<file path="config.mk">
export PLATFORM = sky130hd
export DESIGN_NAME = ospt_top
export DESIGN_NICKNAME = d
export VERILOG_FILES = /design/src/rtl/ospt_pkg.sv /design/src/rtl/ospt_top.sv /design/src/rtl/ospt_xlate.sv /design/src/rtl/ospt_src_mux.sv
export SDC_FILE = /design/constraint.sdc
export NUM_CORES = 1
export LEC_CHECK = 0
export BUFFER_PORTS_ARGS = -buffer_cell sky130_fd_sc_hd__buf_2
export CORE_MARGIN = 2
export CORE_UTILIZATION = 40
export DETAILED_ROUTE_END_ITERATION = 8
export GPL_TIMING_DRIVEN = 0
export PLACE_DENSITY = 0.76
export SLEW_MARGIN = 15
export SYNTH_ARGS = -nofsm -noshare
export SYNTH_HDL_FRONTEND = slang
export SYNTH_SLANG_ARGS = --single-unit
</file>
<file path="constraint.sdc">
create_clock -name clk -period 2.35 [get_ports clk]
set_input_delay 0.47 -clock clk [delete_from_list [all_inputs] [get_ports clk]]
set_output_delay 0.47 -clock clk [all_outputs]
set_load 0.02 [all_outputs]
</file>
<file path="src/rtl/ospt_pkg.sv">
// Shared constants, types and lookup for the oscillator select and PLL translation block.
package ospt_pkg;

	// Bus geometry.
	localparam int OSPT_ADDR_W = 12;
	localparam logic [11:0] OSPT_RCC_OFFS = 12'h060;
	localparam logic [11:0] OSPT_XLAT_OFFS = 12'h064;

	// Field positions in the run clock configuration word.
	localparam int OSPT_MAIN_OSCILLATOR_BIT = 0;
	localparam int OSPT_IOSC_BIT = 1;
	localparam int OSPT_SRC_LSB = 4;
	localparam int OSPT_CRYSTAL_CODE_LSB = 6;
	localparam int OSPT_BYPASS_BIT = 11;
	localparam int OSPT_CRYSTAL_CODE_W = 5;

	// Field positions and widths in the translation word.
	localparam int OSPT_R_LSB = 0;
	localparam int OSPT_F_LSB = 5;
	localparam int OSPT_F_W = 9;
	localparam int OSPT_R_W = 5;

	// Crystal code limits.
	localparam logic [4:0] OSPT_CRYSTAL_CODE_MAX = 5'h16;
	localparam logic [4:0] OSPT_CRYSTAL_CODE_PLL_MIN = 5'h04;

	// Oscillator source encodings.
	typedef enum logic [1:0] {
		OSPT_SRC_MAIN = 2'h0,
		OSPT_SRC_PRECISION_INTERNAL_OSC = 2'h1,
		OSPT_SRC_PRECISION_INTERNAL_OSC_DIV4 = 2'h2,
		OSPT_SRC_LFOSC = 2'h3
	} ospt_src_e;

	// Held fields of the run clock configuration register.
	typedef struct packed {
		logic bypass;
		logic [OSPT_CRYSTAL_CODE_W-1:0] crystalCode;
		ospt_src_e oscSrc;
		logic internalOscDisable;
		logic mainOscDisable;
	} ospt_rcc_s;

	// PLL multiplier and reference divide.
	typedef struct packed {
		logic [OSPT_F_W-1:0] mult;
		logic [OSPT_R_W-1:0] div;
	} ospt_xlat_s;

	// Avalon-MM request from the master.
	typedef struct packed {
		logic read;
		logic write;
		logic [OSPT_ADDR_W-1:0] address;
		logic [31:0] writedata;
		logic [3:0] byteenable;
	} ospt_avm_req_s;

	// Reset values.
	localparam ospt_rcc_s OSPT_RCC_RST = '{bypass: 1'b1, crystalCode: 5'h0B,
		oscSrc: OSPT_SRC_PRECISION_INTERNAL_OSC, internalOscDisable: 1'b0, mainOscDisable: 1'b1};
	localparam int OSPT_PRECISION_INTERNAL_OSC_DIV = 4;

	// Multiplier and divide per crystal code, aiming at a 400 MHz PLL output.
	localparam ospt_xlat_s OSPT_XLAT_TBL [0:22] = '{
		'{9'h000, 5'h00}, '{9'h000, 5'h00}, '{9'h000, 5'h00}, '{9'h000, 5'h00},
		'{9'h14F, 5'h02}, '{9'h146, 5'h02}, '{9'h190, 5'h03}, '{9'h187, 5'h03},
		'{9'h197, 5'h04}, '{9'h190, 5'h04}, '{9'h187, 5'h04}, '{9'h190, 5'h05},
		'{9'h187, 5'h05}, '{9'h17C, 5'h06}, '{9'h190, 5'h07}, '{9'h187, 5'h07},
		'{9'h190, 5'h09}, '{9'h190, 5'h0B}, '{9'h187, 5'h0B}, '{9'h17F, 5'h0C},
		'{9'h187, 5'h0D}, '{9'h190, 5'h0F}, '{9'h187, 5'h0F}};

	// Translation of one crystal code; reserved and unknown codes give zero.
	function automatic ospt_xlat_s ospt_lookup(input logic [OSPT_CRYSTAL_CODE_W-1:0] code);
		if (code > OSPT_CRYSTAL_CODE_MAX || code < OSPT_CRYSTAL_CODE_PLL_MIN) begin
			return '0;
		end
		return OSPT_XLAT_TBL[code];
	endfunction

	localparam ospt_xlat_s OSPT_XLAT_RST = OSPT_XLAT_TBL[5'h0B];

	// Merges write data into an old word under the byte enables.
	function automatic logic [31:0] ospt_merge(input logic [31:0] old,
		input logic [31:0] wdata, input logic [3:0] be);
		logic [31:0] res;
		res = old;
		for (int i = 0; i < 4; i++) begin
			if (be[i]) begin
				res[i*8 +: 8] = wdata[i*8 +: 8];
			end
		end
		return res;
	endfunction

endpackage

</file>
<file path="src/rtl/ospt_top.sv">
// Run clock configuration register slice, translation register and Avalon-MM slave.
//
// Local design decision: the Avalon-MM interface to the registers.
`timescale 1ns/1ps
`default_nettype none

// What this block does
// - Crystal codes 0x00-0x16 name crystals; 0x00-0x03 give no PLL translation.
// - Crystal code resets to 0x0B, the 6 MHz crystal.
// - Oscillator source field sits at bits 5:4, read/write, resets to 1.
// - Source 0 main, 1 internal, 2 internal divided by four, 3 30 kHz.
// - Bit 1 set stops the internal oscillator; clear at reset keeps it running.
// - Bit 0 set stops the main oscillator; it is set at reset.
// - Reserved bits read as zero; software keeps them on read-modify-write.
// - Translation loads at reset and recomputes whenever the crystal code changes.
// - PLL frequency equals oscillator frequency times multiplier over divide plus one.
// - Translation bits 13:5 carry the multiplier driven to the PLL.
// - Translation bits 4:0 carry the reference divide driven to the PLL.
// - Crystal code lives in bits 10:6 of the run clock configuration word.
// - Bypass bit 11 set takes system ticks from the oscillator, not the PLL.
module ospt_top #(
	parameter int PRECISION_INTERNAL_OSC_DIV = ospt_pkg::OSPT_PRECISION_INTERNAL_OSC_DIV
) (
	input wire logic clk,
	input wire logic rst_n,
	input wire ospt_pkg::ospt_avm_req_s avmReq,
	output logic [31:0] avmReadData,
	output logic avmWaitRequest,
	input wire logic mainOscTick,
	input wire logic pioscTick,
	input wire logic lfoscTick,
	input wire logic pllTick,
	output logic oscTick,
	output logic sysTick,
	output logic mainOscEn,
	output logic pioscEn,
	output ospt_pkg::ospt_xlat_s pllXlat
);
	import ospt_pkg::*;

	typedef struct packed {
		logic ack;
		logic [31:0] rdata;
		ospt_rcc_s run_clock_configuration;
	} ospt_tstate_s;

	ospt_tstate_s state_ff;
	ospt_tstate_s nxt_state;
	logic request;
	logic accept;
	logic hitRcc;
	logic hitXlat;
	logic [31:0] rccWord;
	logic [31:0] xlatWord;
	logic [31:0] merged;
	ospt_xlat_s xlat;

	// Packs the held fields into bus words; every other bit reads as zero.
	always_comb begin
		rccWord = '0;
		rccWord[OSPT_MAIN_OSCILLATOR_BIT] = state_ff.run_clock_configuration.mainOscDisable;
		rccWord[OSPT_IOSC_BIT] = state_ff.run_clock_configuration.internalOscDisable;
		rccWord[OSPT_SRC_LSB +: 2] = state_ff.run_clock_configuration.oscSrc;
		rccWord[OSPT_CRYSTAL_CODE_LSB +: OSPT_CRYSTAL_CODE_W] = state_ff.run_clock_configuration.crystalCode;
		rccWord[OSPT_BYPASS_BIT] = state_ff.run_clock_configuration.bypass;
		xlatWord = '0;
		xlatWord[OSPT_F_LSB +: OSPT_F_W] = xlat.mult;
		xlatWord[OSPT_R_LSB +: OSPT_R_W] = xlat.div;
	end

	// Address decode and the one-wait-state handshake.
	assign request = avmReq.read | avmReq.write;
	assign accept = request & state_ff.ack;
	assign hitRcc = avmReq.address == OSPT_RCC_OFFS;
	assign hitXlat = avmReq.address == OSPT_XLAT_OFFS;
	assign avmWaitRequest = request & ~state_ff.ack;
	assign merged = ospt_merge(rccWord, avmReq.writedata, avmReq.byteenable);

	// Next state: read data is fetched in the wait cycle, writes land on acceptance.
	always_comb begin
		nxt_state = state_ff;
		nxt_state.ack = request & ~state_ff.ack;
		if (request && !state_ff.ack) begin
			nxt_state.rdata = hitRcc ? rccWord : (hitXlat ? xlatWord : '0);
		end
		if (accept && avmReq.write && hitRcc) begin
			nxt_state.run_clock_configuration.mainOscDisable = merged[OSPT_MAIN_OSCILLATOR_BIT];
			nxt_state.run_clock_configuration.internalOscDisable = merged[OSPT_IOSC_BIT];
			nxt_state.run_clock_configuration.oscSrc = ospt_src_e'(merged[OSPT_SRC_LSB +: 2]);
			nxt_state.run_clock_configuration.crystalCode = merged[OSPT_CRYSTAL_CODE_LSB +: OSPT_CRYSTAL_CODE_W];
			nxt_state.run_clock_configuration.bypass = merged[OSPT_BYPASS_BIT];
		end
	end

	// Registers the slave state; configuration takes its reset defaults.
	always_ff @(posedge clk or negedge rst_n) begin
		if (!rst_n) begin
			state_ff <= '{ack: 1'b0, rdata: '0, run_clock_configuration: OSPT_RCC_RST};
		end else begin
			state_ff <= nxt_state;
		end
	end

	assign avmReadData = state_ff.rdata;
	assign pllXlat = xlat;

	// Translation of the crystal code.
	ospt_xlate u_xlate (
		.clk(clk),
		.rst_n(rst_n),
		.crystalCode(state_ff.run_clock_configuration.crystalCode),
		.xlat(xlat)
	);

	// Oscillator gating and routing.
	ospt_src_mux #(
		.PRECISION_INTERNAL_OSC_DIV(PRECISION_INTERNAL_OSC_DIV)
	) u_src_mux (
		.clk(clk),
		.rst_n(rst_n),
		.run_clock_configuration(state_ff.run_clock_configuration),
		.mainOscTick(mainOscTick),
		.pioscTick(pioscTick),
		.lfoscTick(lfoscTick),
		.pllTick(pllTick),
		.oscTick(oscTick),
		.sysTick(sysTick),
		.mainOscEn(mainOscEn),
		.pioscEn(pioscEn)
	);

	// Marks the first cycle after reset release for the reset-value check.
	logic rstSeen_ff;
	always_ff @(posedge clk or negedge rst_n) begin
		if (!rst_n) begin
			rstSeen_ff <= 1'b0;
		end else begin
			rstSeen_ff <= 1'b1;
		end
	end

	// Configuration and translation hold their defaults right after reset.
	property p_reset_values;
		@(posedge clk) disable iff (!rst_n)
		!rstSeen_ff |-> (state_ff.run_clock_configuration.crystalCode == 5'h0B) && (state_ff.run_clock_configuration.oscSrc == OSPT_SRC_PRECISION_INTERNAL_OSC)
			&& state_ff.run_clock_configuration.mainOscDisable && !state_ff.run_clock_configuration.internalOscDisable
			&& (xlat == OSPT_XLAT_RST);
	endproperty
	a_reset_values: assert property (p_reset_values) else $error("reset defaults wrong");

	// An accepted full write to the configuration word updates the crystal code.
	property p_code_write;
		@(posedge clk) disable iff (!rst_n)
		(accept && avmReq.write && hitRcc && avmReq.byteenable == 4'hF)
			|=> state_ff.run_clock_configuration.crystalCode == $past(avmReq.writedata[10:6]);
	endproperty
	a_code_write: assert property (p_code_write) else $error("crystal code not written");

	// Source field follows a full write to bits 5:4.
	property p_src_write;
		@(posedge clk) disable iff (!rst_n)
		(accept && avmReq.write && hitRcc && avmReq.byteenable[0])
			|=> state_ff.run_clock_configuration.oscSrc == $past(avmReq.writedata[5:4]);
	endproperty
	a_src_write: assert property (p_src_write) else $error("source field not written");

	// A crystal code change is followed by its translation one cycle later.
	property p_recompute;
		@(posedge clk) disable iff (!rst_n)
		$changed(state_ff.run_clock_configuration.crystalCode) |=> xlat == ospt_lookup($past(state_ff.run_clock_configuration.crystalCode));
	endproperty
	a_recompute: assert property (p_recompute) else $error("translation not recomputed");

	// Reserved codes below the PLL range (0x00-0x03) give an all-zero translation once settled.
	property p_reserved_code;
		@(posedge clk) disable iff (!rst_n)
		(state_ff.run_clock_configuration.crystalCode < OSPT_CRYSTAL_CODE_PLL_MIN) ##1 $stable(state_ff.run_clock_configuration.crystalCode)
			|-> xlat == '0;
	endproperty
	a_reserved_code: assert property (p_reserved_code) else $error("reserved code translated");

	// Reads of the configuration word show zeros in every reserved bit.
	property p_rcc_reserved;
		@(posedge clk) disable iff (!rst_n)
		(accept && avmReq.read && hitRcc) |-> (avmReadData[3:2] == 2'h0) && (avmReadData[31:12] == '0);
	endproperty
	a_rcc_reserved: assert property (p_rcc_reserved) else $error("reserved bits not zero");

	// A translation read returns the multiplier and divide on the PLL port.
	property p_xlat_read;
		@(posedge clk) disable iff (!rst_n)
		(accept && avmReq.read && hitXlat) |-> (avmReadData[13:5] == pllXlat.mult)
			&& (avmReadData[4:0] == pllXlat.div) && (avmReadData[31:14] == '0);
	endproperty
	a_xlat_read: assert property (p_xlat_read) else $error("translation read mismatch");

	// A write aimed at the translation register changes nothing.
	property p_xlat_ro;
		@(posedge clk) disable iff (!rst_n)
		(accept && avmReq.write && hitXlat) |=> $stable(xlat) && $stable(state_ff.run_clock_configuration);
	endproperty
	a_xlat_ro: assert property (p_xlat_ro) else $error("translation write took effect");

	// Oscillator enables follow the disable bits within one cycle.
	property p_osc_enables;
		@(posedge clk) disable iff (!rst_n)
		1'b1 |=> (mainOscEn == !$past(state_ff.run_clock_configuration.mainOscDisable))
			&& (pioscEn == !$past(state_ff.run_clock_configuration.internalOscDisable));
	endproperty
	a_osc_enables: assert property (p_osc_enables) else $error("oscillator enable wrong");

	// While the internal tick is low, a stopped main oscillator never reaches the source tick.
	property p_main_stopped;
		@(posedge clk) disable iff (!rst_n)
		(state_ff.run_clock_configuration.oscSrc == OSPT_SRC_MAIN && state_ff.run_clock_configuration.mainOscDisable && !pioscTick)
			|=> !oscTick;
	endproperty
	a_main_stopped: assert property (p_main_stopped) else $error("stopped oscillator ticked");

	// Selected main oscillator ticks pass through one cycle later.
	property p_route_main;
		@(posedge clk) disable iff (!rst_n)
		(state_ff.run_clock_configuration.oscSrc == OSPT_SRC_MAIN && !state_ff.run_clock_configuration.mainOscDisable && mainOscTick)
			|=> oscTick;
	endproperty
	a_route_main: assert property (p_route_main) else $error("main source not routed");

	// Without bypass the system tick is the PLL tick.
	property p_pll_path;
		@(posedge clk) disable iff (!rst_n)
		!state_ff.run_clock_configuration.bypass |=> sysTick == $past(pllTick);
	endproperty
	a_pll_path: assert property (p_pll_path) else $error("PLL path wrong");

	// With bypass the system tick equals the oscillator tick.
	property p_bypass_path;
		@(posedge clk) disable iff (!rst_n)
		$past(state_ff.run_clock_configuration.bypass) |-> sysTick == oscTick;
	endproperty
	a_bypass_path: assert property (p_bypass_path) else $error("bypass path wrong");

	// The bus answers one cycle after the request is raised.
	property p_one_wait;
		@(posedge clk) disable iff (!rst_n)
		($rose(request) || (request && $past(accept))) |-> avmWaitRequest ##1 !avmWaitRequest;
	endproperty
	a_one_wait: assert property (p_one_wait) else $error("wait state count wrong");

	// Main scenarios.
	c_code_change: cover property (@(posedge clk) disable iff (!rst_n)
		$changed(state_ff.run_clock_configuration.crystalCode) ##1 $changed(xlat));
	c_div4_route: cover property (@(posedge clk) disable iff (!rst_n)
		state_ff.run_clock_configuration.oscSrc == OSPT_SRC_PRECISION_INTERNAL_OSC_DIV4 && oscTick);
	c_pll_sys: cover property (@(posedge clk) disable iff (!rst_n)
		!state_ff.run_clock_configuration.bypass && sysTick);
	c_xlat_read: cover property (@(posedge clk) disable iff (!rst_n)
		accept && avmReq.read && hitXlat);
endmodule
`default_nettype wire

</file>
<file path="src/rtl/ospt_xlate.sv">
// Translation register that follows the crystal code.
`timescale 1ns/1ps
`default_nettype none
module ospt_xlate (
	input wire logic clk,
	input wire logic rst_n,
	input wire logic [ospt_pkg::OSPT_CRYSTAL_CODE_W-1:0] crystalCode,
	output ospt_pkg::ospt_xlat_s xlat
);
	import ospt_pkg::*;

	typedef struct packed {
		logic [OSPT_CRYSTAL_CODE_W-1:0] lastCode;
		ospt_xlat_s xlat;
	} ospt_xstate_s;

	ospt_xstate_s state_ff;
	ospt_xstate_s nxt_state;

	// Recomputes the translation only when the crystal code moves.
	always_comb begin
		nxt_state = state_ff;
		if (crystalCode != state_ff.lastCode) begin
			nxt_state.lastCode = crystalCode;
			nxt_state.xlat = ospt_lookup(crystalCode);
		end
	end

	// The reset sequence loads the translation of the reset crystal code.
	always_ff @(posedge clk or negedge rst_n) begin
		if (!rst_n) begin
			state_ff <= '{lastCode: OSPT_RCC_RST.crystalCode, xlat: OSPT_XLAT_RST};
		end else begin
			state_ff <= nxt_state;
		end
	end

	assign xlat = state_ff.xlat;
endmodule
`default_nettype wire

</file>
<file path="src/rtl/ospt_src_mux.sv">
// Oscillator gating, source routing and bypass selection on tick enables.
`timescale 1ns/1ps
`default_nettype none
module ospt_src_mux #(
	parameter int PRECISION_INTERNAL_OSC_DIV = ospt_pkg::OSPT_PRECISION_INTERNAL_OSC_DIV
) (
	input wire logic clk,
	input wire logic rst_n,
	input wire ospt_pkg::ospt_rcc_s run_clock_configuration,
	input wire logic mainOscTick,
	input wire logic pioscTick,
	input wire logic lfoscTick,
	input wire logic pllTick,
	output logic oscTick,
	output logic sysTick,
	output logic mainOscEn,
	output logic pioscEn
);
	import ospt_pkg::*;

	localparam int CNT_W = $clog2(PRECISION_INTERNAL_OSC_DIV);

	if (PRECISION_INTERNAL_OSC_DIV < 2) begin : g_chk
		$error("PRECISION_INTERNAL_OSC_DIV must be at least 2");
	end

	typedef struct packed {
		logic [CNT_W-1:0] divCnt;
		logic oscTick;
		logic sysTick;
		logic mainEn;
		logic pioscEn;
	} ospt_mstate_s;

	ospt_mstate_s state_ff;
	ospt_mstate_s nxt_state;
	logic mainGated;
	logic pioscGated;
	logic pioscDivTick;
	logic srcTick;

	// Gates the main and internal oscillators, divides the internal one and routes the chosen source.
	always_comb begin
		nxt_state = state_ff;
		mainGated = mainOscTick & ~run_clock_configuration.mainOscDisable;
		pioscGated = pioscTick & ~run_clock_configuration.internalOscDisable;
		pioscDivTick = pioscGated && (state_ff.divCnt == CNT_W'(PRECISION_INTERNAL_OSC_DIV - 1));
		if (pioscGated) begin
			nxt_state.divCnt = pioscDivTick ? '0 : state_ff.divCnt + 1'b1;
		end
		case (run_clock_configuration.oscSrc)
			OSPT_SRC_MAIN: srcTick = mainGated;
			OSPT_SRC_PRECISION_INTERNAL_OSC: srcTick = pioscGated;
			OSPT_SRC_PRECISION_INTERNAL_OSC_DIV4: srcTick = pioscDivTick;
			OSPT_SRC_LFOSC: srcTick = lfoscTick;
			default: srcTick = 1'b0;
		endcase
		nxt_state.oscTick = srcTick;
		nxt_state.sysTick = run_clock_configuration.bypass ? srcTick : pllTick;
		nxt_state.mainEn = ~run_clock_configuration.mainOscDisable;
		nxt_state.pioscEn = ~run_clock_configuration.internalOscDisable;
	end

	// Registers the routing state; the main oscillator starts stopped.
	always_ff @(posedge clk or negedge rst_n) begin
		if (!rst_n) begin
			state_ff <= '{divCnt: '0, oscTick: 1'b0, sysTick: 1'b0, mainEn: 1'b0,
				pioscEn: 1'b1};
		end else begin
			state_ff <= nxt_state;
		end
	end

	assign oscTick = state_ff.oscTick;
	assign sysTick = state_ff.sysTick;
	assign mainOscEn = state_ff.mainEn;
	assign pioscEn = state_ff.pioscEn;
endmodule
`default_nettype wire

</file>
# Yosys cells after proc, flatten, opt, wreduce, memory -nomap -nowiden
# Memories as Yosys holds them, arrays and structs flattened.
# Cells that the tools add are included.
word_totals:
  rom_bits: 448
  out_inout_bits: 51
  n_memories: 1
  register_bits: 68
  wordCells: 57
  in_bits: 56
op_classes:
  n_bitwise: 9
  reduce_logical: 9
  n_eq_ne: 7
  n_addsub: 1
  n_mux: 11
  magnitude_cmp: 3
memory_table:
  columns: ["name", "words", "width", "read_ports", "rd_ports_with_merged_regs", "write_ports", "line", "source"]
  rows:
  - ["(no name shown)", 32, 14, 1, 0, 0, "ospt_pkg.sv:78", "return OSPT_XLAT_TBL[code];"]
op_table:
  columns: ["cell", "n"]
  rows:
  - ["$mux 14", 6]
  - ["$eq 12x7->1 const B", 2]
  - ["$eq 2x2->1 const B", 3]
  - ["$ge 6x6->1 const B", 1]
  - ["$not 5->6", 1]
  - ["$gt 5x5->1 const B", 1]
  - ["$lt 5x3->1 const B", 1]
  - ["$ne 5x5->1", 1]
  - ["$and 1x1->1", 4]
  - ["$logic_and 1x1->1", 4]
  - ["$pmux 1 s4", 1]
  - ["$reduce_and 2->1", 2]
  - ["$mux 1", 3]
  - ["$not 1->1", 3]
  - ["$add 2x1->2 const B", 1]
  - ["$eq 2x1->1 const B", 1]
  - ["$logic_not 2->1", 1]
  - ["$mux 2", 1]
  - ["$logic_not 1->1", 1]
  - ["$logic_or 1x1->1", 1]
  - ["$or 1x1->1", 1]

# Longest topological paths before layout
# Gate-level depths: netlist of the first run.
logic_depth:
  ltp_word: 5
  depth_mapped: 7
  depth_no_buf: 6

# Hierarchy
# A second synthesis of the first run with hierarchy kept.
unflattened:
  hier_cells: 264
  hier_area_um2: 2951.6
modules_own_cells:
  columns: ["module", "seq_area_each_um2", "n_inst", "area_per_inst_um2", "cells_each"]
  rows:
  - ["ospt_top", 633.1, 1, 1391.3, 117]
  - ["ospt_xlate", 460.4, 1, 1307.5, 130]
  - ["ospt_src_mux", 151.4, 1, 252.7, 17]

# Worst setup path after synthesis of the first run
# OpenSTA, ideal clock, no wires.
synth_path:
  kind: "register to register"
  startpoint: "register state_ff, in the netlist rccWord[7]"
  endpoint: "register u_xlate.state_ff, in the netlist u_xlate.xlat[5]"
  path_stages_with_launch: 8
  setup_slack_ps: 426
  period_less_slack_ps: 1924
  arrival_ps: 1803
  setup_time_ps: 122
  n_path_buf: 1
  required_ps: 2228
  path_cell_list: "dfstp_2 buf_2 inv_1 ha_1 or2_2 a31oi_1 o21ai_0 a32o_1"
synth_between:
  elab_chain_len: 5
  word_cells_on_any_way: 11
  cone_classes: "order compare (2); eq/ne (1); mux (5); bitwise (1); reduce/logical (1); memory (1)"
synth_lines:
  columns: ["element", "line", "source"]
  rows:
  - ["from (decl)", "ospt_top.sv:47", "ospt_tstate_s state_ff;"]
  - ["from (signal assigned)", "ospt_top.sv:98", "state_ff <= '{ack: 1'b0, rdata: '0, run_clock_configuration: OSPT_RCC_RST};"]
  - ["from (signal assigned)", "ospt_top.sv:100", "state_ff <= nxt_state;"]
  - ["$not 5->6 (implied by the code), or another cell as far along", "ospt_pkg.sv:78", null]
  - ["$mem_v2 32x14 / $logic_or 1x1->1 (equally long branches)", null, null]
  - ["$mux 14 (implied by the code) / $mux 1 (equally long branches)", "ospt_pkg.sv:78, ospt_pkg.sv:75", null]
  - ["$mux 14 (implied by the code) / $mux 1 (equally long branches)", "ospt_pkg.sv:78, ospt_xlate.sv:23", null]
  - ["$mux 14", "ospt_pkg.sv:78", null]
  - ["to (signal assigned)", "ospt_xlate.sv:32", "state_ff <= '{lastCode: OSPT_RCC_RST.crystalCode, xlat: OSPT_XLAT_RST};"]
  - ["to (signal assigned)", "ospt_xlate.sv:34", "state_ff <= nxt_state;"]
  - ["to (decl)", "ospt_xlate.sv:17", "ospt_xstate_s state_ff;"]
# Parallel ways exist; a longest one is shown, timed or not. The select of a mux whose other input is x is not followed.
# A chain may end at the register's enable or synchronous reset.

# Final worst setup path of the first run
layout_path:
  startpoint: "register state_ff, in the netlist rccWord[7]"
  endpoint: "register u_xlate.state_ff, in the netlist u_xlate.xlat[7]"
# The elaborated chain is that of the path after synthesis.

==> results_dict.tcl, run 1 <==
set metrics [dict create \
    min_period_ns 2.22 \
    place_inst 404 \
    finalNonFillerCells 412 \
    fin_tns_setup_ns 0 \
    required_ns 2.54 \
    post_cts.repair.setup_buffers 0 \
    report.final.slew_viol_count 0 \
    netSwitchingPower_mw 0.368 \
    clock-root-buffer "clkbuf_8" \
    first_global_vias 1793 \
    start_util_pct 40.6 \
    place_hpwl_mm 4.04 \
    drt_pass1_iterations 4 \
    ys_async_sr_fraction_pct 100 \
    total_power_mw 1.56 \
    p_leak_nw 1.75 \
    die_h_um 86.4 \
    nets 396 \
    fillCellCount 654 \
    grt_pass1_wl_mm 8.45 \
    synth_top_area_share_pct 31.3 \
    ys.flop_type "dfrtp_1" \
    setup_violations 0 \
    seqPwrFrac_pct 56.5 \
    min_path_type "in -> async" \
    grt_max_degree 50 \
    vias_per_cell 4.76 \
    boundaryPins 107 \
    drc 0 \
    yosys_warnings 0 \
    multi_input_area_mm2 0.00105 \
    syn_area_per_cell_um2 11.2 \
    finalCritPeriodShare_pct 94.7 \
    fmax_ghz 0.450 \
    die_width_um 86.4 \
    tightest_slew_ns 1.03 \
    synth-seq-cells 49 \
    syn_inst 243 \
    relSlewSlack_pct 31.5 \
    worstPathMaxFanout 8 \
    cts_sinks 49 \
    power_density_mw_per_mm2 472 \
    h-tree-depth 2 \
    synth_area_mm2 0.00272 \
    combPwrFrac_pct 11.3 \
    start_kind "flop" \
    setup_ws_ns 0.125 \
    register_area_mm2 0.00124 \
    netlist_top_cells_area "dfrtp_1 31%, dfstp_2 15%, buf_4 13%" \
    ys_seq_area_share_pct 45.9 \
    path_clk_slew_ns 0.08 \
    drive_gt1_share_pct 51.5 \
    intPower_mw 1.19 \
    cp.arrival_ns 2.41 \
    place.gp.congestion 0.876 \
    status "completed" \
    grt_usage_pct 14.2 \
    rsz0062_at_grt "no" \
    ir_worst_vdd_v 0.000200 \
    cts_resized 0 \
    coreArea_mm2 0.00668 \
    synth_cell_type_count 46 \
    cap_violations 0 \
    areaGrowthSynthToFinish_pct 21.2 \
    vias 1960 \
    n_antenna_cell 0 \
    drt_iter0_drc 85 \
    final_hold_viol_count 0 \
    overflow 0 \
    clock_path_buffers 2 \
    clock_power_share_pct 32.2 \
    crit_type "reg -> reg" \
    row_count 30 \
    swShare_pct 23.7 \
    numCtsBuffers 5 \
    fin_skew_ns 0.00781 \
    totalWireLength_mm 5.24 \
    ant_nets 0 \
    grt_antenna_before_repair 0 \
    synth_edf_count 0 \
    cp-end-kind "flop" \
    post-place-ws_ns 0.190 \
    wl_per_cell_um 12.7 \
    port_buffers 63 \
    dieArea_mm2 0.00746 \
    worstSkewPairLatency_ns 0.30 \
    cts.hold.buffers_added 0 \
    synth.largest_area_cell "dfrtp_1" \
    cts_tree "yes" \
]
layer usage:
| layer | GRT usage (%) | part of all wire [%] | up-vias |
|---|---|---|---|
| met3 | 2.95 | 4.8 | 7 |
| met4 | 5.40 | 1.3 | 0 |
| li1 | - | - | 966 |
| met5 | 0 | 0 | - |
| met2 | 23.0 | 50 | 45 |
| met1 | 18.8 | 44 | 942 |
cell type report:
| cell class | count | area share, % |
|---|---|---|
| well taps | 80 | 3.04 |
| multi-input cells | 140 | 32.0 |
| plain buffers | 63 | 13.6 |
| clock inverters | 1 | 0.228 |
| clock buffers | 7 | 2.62 |
| repair buffers | 63 | 9.58 |
| inverters | 9 | 1.03 |
| flip-flops and latches | 49 | 37.8 |
registers in the layout, summed over array words and instances, names as in the netlist:
register / cells
u_xlate.state_ff: 5
state_ff: 1
avmReadData: 14
u_src_mux.pioscEn: 1
u_src_mux.sysTick: 1
u_src_mux.mainOscEn: 1
u_xlate.xlat: 13
rccWord: 10
u_src_mux.oscTick: 1
u_src_mux.state_ff: 2
worst paths after layout:
check,startpoint,end,slack [ns],depth (start not counted)
setup / recovery,rccWord[7],u_xlate.xlat[7],0.13,7
hold / removal,rst_n,avmReadData[3],0.35,1
setup reg to reg,rccWord[7],u_xlate.xlat[7],0.13,7
hold reg to reg,rccWord[1],u_src_mux.pioscEn,0.46,1
max in group asynchronous,rst_n,state_ff[42],1.36,1
min in group clk,avmReq[5],rccWord[1],0.40,2
worst max-delay path, stage by stage (launching register included):
cell and delay (ns):
dfstp_2 0.58, buf_2 0.22, inv_1 0.15, ha_1 0.23, or2_2 0.27, a31oi_1 0.23, o21ai_0 0.17, a32o_1 0.27
cells in the final DEF (no fill, tap or decap), types with 3 or more instances in the layout:
master and instances:
and2_1 8, inv_1 9, a22o_1 6, nor2b_1 3, ha_1 9, nor2_1 7
dfstp_2 15, buf_2 69, a221o_1 8, clkbuf_1 6, dfrtp_1 34, buf_4 47
a31oi_1 4, a32o_1 5, nand2_1 8, xnor2_1 3, buf_6 3, o21ai_0 8
conb_1 19, a21oi_1 6, clkbuf_8 6, mux2_2 13, a22o_2 7
synth_stat cells (2+ instances only):
cell type,count
buf_4,47
buf_6,3
and4b_1,2
nand3_1,2
a221o_1,8
and2_1,8
a32o_1,5
o21ai_0,8
mux2_2,13
a22o_2,7
dfstp_2,15
a22o_1,6
nand4_1,2
a31oi_1,4
nor2b_1,3
nor2_1,7
clkbuf_1,5
nand2_1,8
inv_1,9
xnor2_1,3
ha_1,9
xor2_1,2
a21oi_1,6
buf_2,6
dfrtp_1,34
through the flow:
step           util [%]  area, um^2  hold WS [ns]
2_1_floorplan         -        2780         0.174
3_3_place_gp       47.9        3200         0.447
3_5_place_dp       47.9        3200         0.446
4_1_cts            49.3        3290         0.388
5_1_grt            49.3        3290         0.393
6_report           49.3        3290         0.347
cells by family (layout without fill, tap and decap cells):
kind of cell               after synthesis  count (layout)  share of synthesized area (%)
AOI/OAI and AO/OA                       51              51                           15.4
and+or+nand+nor                         42              42                           9.26
adders and majority gates                9               9                           4.15
other                                    1              19                          0.138
xor gates and xnor gates                 5               5                           1.61
muxes                                   14              14                           5.76
buffers and inverters                   72             143                           17.8
DFF                                     49              49                           45.9
power by group through the flow:
stage | registers (mW) | clock network [mW] | logic, mW
2_1_floorplan | 0.894 | 0 | 0.114
3_3_place_gp | 0.893 | 0 | 0.169
3_5_place_dp | 0.895 | 0 | 0.177
4_1_cts | 0.879 | 0.518 | 0.177
5_1_grt | 0.883 | 0.551 | 0.198
6_report | 0.879 | 0.501 | 0.176
No activity file was read; power rests on OpenSTA's default activity.
==> run 2: changes to the inputs <==
--- a/config.mk
+++ b/config.mk
@@ -8,6 +8,7 @@
 export BUFFER_PORTS_ARGS = -buffer_cell sky130_fd_sc_hd__buf_2
 export CORE_MARGIN = 2
 export CORE_UTILIZATION = 40
+export CTS_BUF_LIST = sky130_fd_sc_hd__clkbuf_8
 export DETAILED_ROUTE_END_ITERATION = 8
 export GPL_TIMING_DRIVEN = 0
 export PLACE_DENSITY = 0.76
==> results_dict.tcl, run 2 (synthesis results as in run 1) <==
set metrics [dict create \
    areaGrowthSynthToFinish_pct 21.2 \
    combPwrFrac_pct 11.3 \
    netSwitchingPower_mw 0.368 \
    clock_power_share_pct 32.0 \
    cp.arrival_ns 2.41 \
    min_period_ns 2.22 \
    report.final.slew_viol_count 0 \
    worstSkewPairLatency_ns 0.30 \
    grt_pass1_wl_mm 8.45 \
    grt_max_degree 50 \
    drt_pass1_iterations 4 \
    drc 0 \
    fmax_ghz 0.450 \
    dieArea_mm2 0.00746 \
    ir_worst_vdd_v 0.000198 \
    drive_gt1_share_pct 51.5 \
    setup_violations 0 \
    die_width_um 86.4 \
    vias 1947 \
    vias_per_cell 4.73 \
    boundaryPins 107 \
    clock_path_buffers 2 \
    largest_reg_flops 14 \
    fin_hold_ws_ns 0.348 \
    start_kind "flop" \
    port_buffers 63 \
    worstPathMaxFanout 8 \
    multi_input_area_mm2 0.00105 \
    numCtsBuffers 5 \
    finalCritPeriodShare_pct 94.5 \
    totalWireLength_mm 5.24 \
    path_clk_slew_ns 0.08 \
    power_density_mw_per_mm2 471 \
    cp-startpoint "rccWord[7]" \
    coreArea_mm2 0.00668 \
    fillCellCount 654 \
    start_util_pct 40.6 \
    ant_nets 0 \
    layout_common_cells "69 x buf_2, 47 x buf_4, 34 x dfrtp_1" \
    nets 396 \
    cts_resized 0 \
    rsz0062_at_grt "no" \
    fin_skew_ns 0.00822 \
    crit_type "reg -> reg" \
    cts_tree "yes" \
    tightest_slew_ns 1.03 \
    row_count 30 \
    wl_per_cell_um 12.7 \
    cts.hold.buffers_added 0 \
    swShare_pct 23.7 \
    required_ns 2.54 \
    fin_tns_setup_ns 0 \
    place.gp.congestion 0.876 \
    cts_sinks 49 \
    die_h_um 86.4 \
    first_global_vias 1793 \
    place_hpwl_mm 4.04 \
    final_hold_viol_count 0 \
    overflow 0 \
    post_cts.repair.setup_buffers 0 \
    register_area_mm2 0.00124 \
    h-tree-depth 2 \
    mostFrequentLayoutCell "buf_2" \
    min_path_type "in -> async" \
    grt_antenna_before_repair 0 \
    cp-end-kind "flop" \
    seqPwrFrac_pct 56.7 \
    cap_violations 0 \
    p_leak_nw 1.76 \
    met3_length_um 235 \
    met2_length_mm 2.59 \
    intPower_mw 1.18 \
    drt-met1-wl_mm 2.35 \
    highest_layer "met4" \
    drt_iter0_drc 85 \
    status "completed" \
    relSlewSlack_pct 31.4 \
    grt_usage_pct 14.2 \
    clock-root-buffer "clkbuf_8" \
    n_antenna_cell 0 \
    r2r-start "rccWord[7]" \
]
run 2: final timing paths:
| check | cells after the start | slack (ns) | endpoint |
|---|---|---|---|
| worst max-delay path | 7 | 0.13 | u_xlate.xlat[7] |
| worst min-delay path | 1 | 0.35 | avmReadData[3] |
| worst max register to register | 7 | 0.13 | u_xlate.xlat[7] |
| worst min register to register | 1 | 0.46 | u_src_mux.pioscEn |
| max in group asynchronous | 1 | 1.36 | state_ff[42] |
| min in group clk | 2 | 0.40 | rccWord[1] |
run 2: final cells by class:
cell class | count | share of cell area (%)
inverters | 9 | 1.03
clock buffers | 6 | 2.51
plain buffers | 63 | 13.6
flip-flops and latches | 49 | 37.8
clock inverters | 2 | 0.342
well taps | 80 | 3.04
repair buffers | 63 | 9.58
multi-input cells | 140 | 32.0
run 2: critical path, cell delays in order, from the launching register on:
cell	delay, ns
dfstp_2	0.58
buf_2	0.22
inv_1	0.15
ha_1	0.23
or2_2	0.27
a31oi_1	0.23
o21ai_0	0.16
a32o_1	0.27
run 2: per-layer routing:
layer  GRT usage (%)  vias to the layer above
li1                -                      961
met1            18.8                      936
met2            23.0                       43
met3            2.95                        7
met4            5.40                        0
met5               0                        -
run 2: power groups by stage:
stage | Sequential (mW) | Combinational (mW) | Clock [mW]
4_1_cts | 0.879 | 0.177 | 0.514
2_1_floorplan | 0.894 | 0.114 | 0
6_report | 0.879 | 0.176 | 0.496
5_1_grt | 0.883 | 0.198 | 0.547
3_5_place_dp | 0.895 | 0.177 | 0
3_3_place_gp | 0.893 | 0.169 | 0
run 2: metrics by stage:
| step | cells | total power [mW] | utilization (%) | area (um^2) | worst slack, ns |
|---|---|---|---|---|---|
| CTS | 412 | 1.57 | 49.3 | 3290 | 0.188 |
| detailed placement | 404 | 1.07 | 47.9 | 3200 | 0.190 |
| floorplan | 261 | 1.01 | - | 2780 | 0.426 |
| global placement | 404 | 1.06 | 47.9 | 3200 | 0.223 |
| finish | 412 | 1.55 | 49.3 | 3290 | 0.129 |
| global route | 412 | 1.63 | 49.3 | 3290 | 0.0168 |
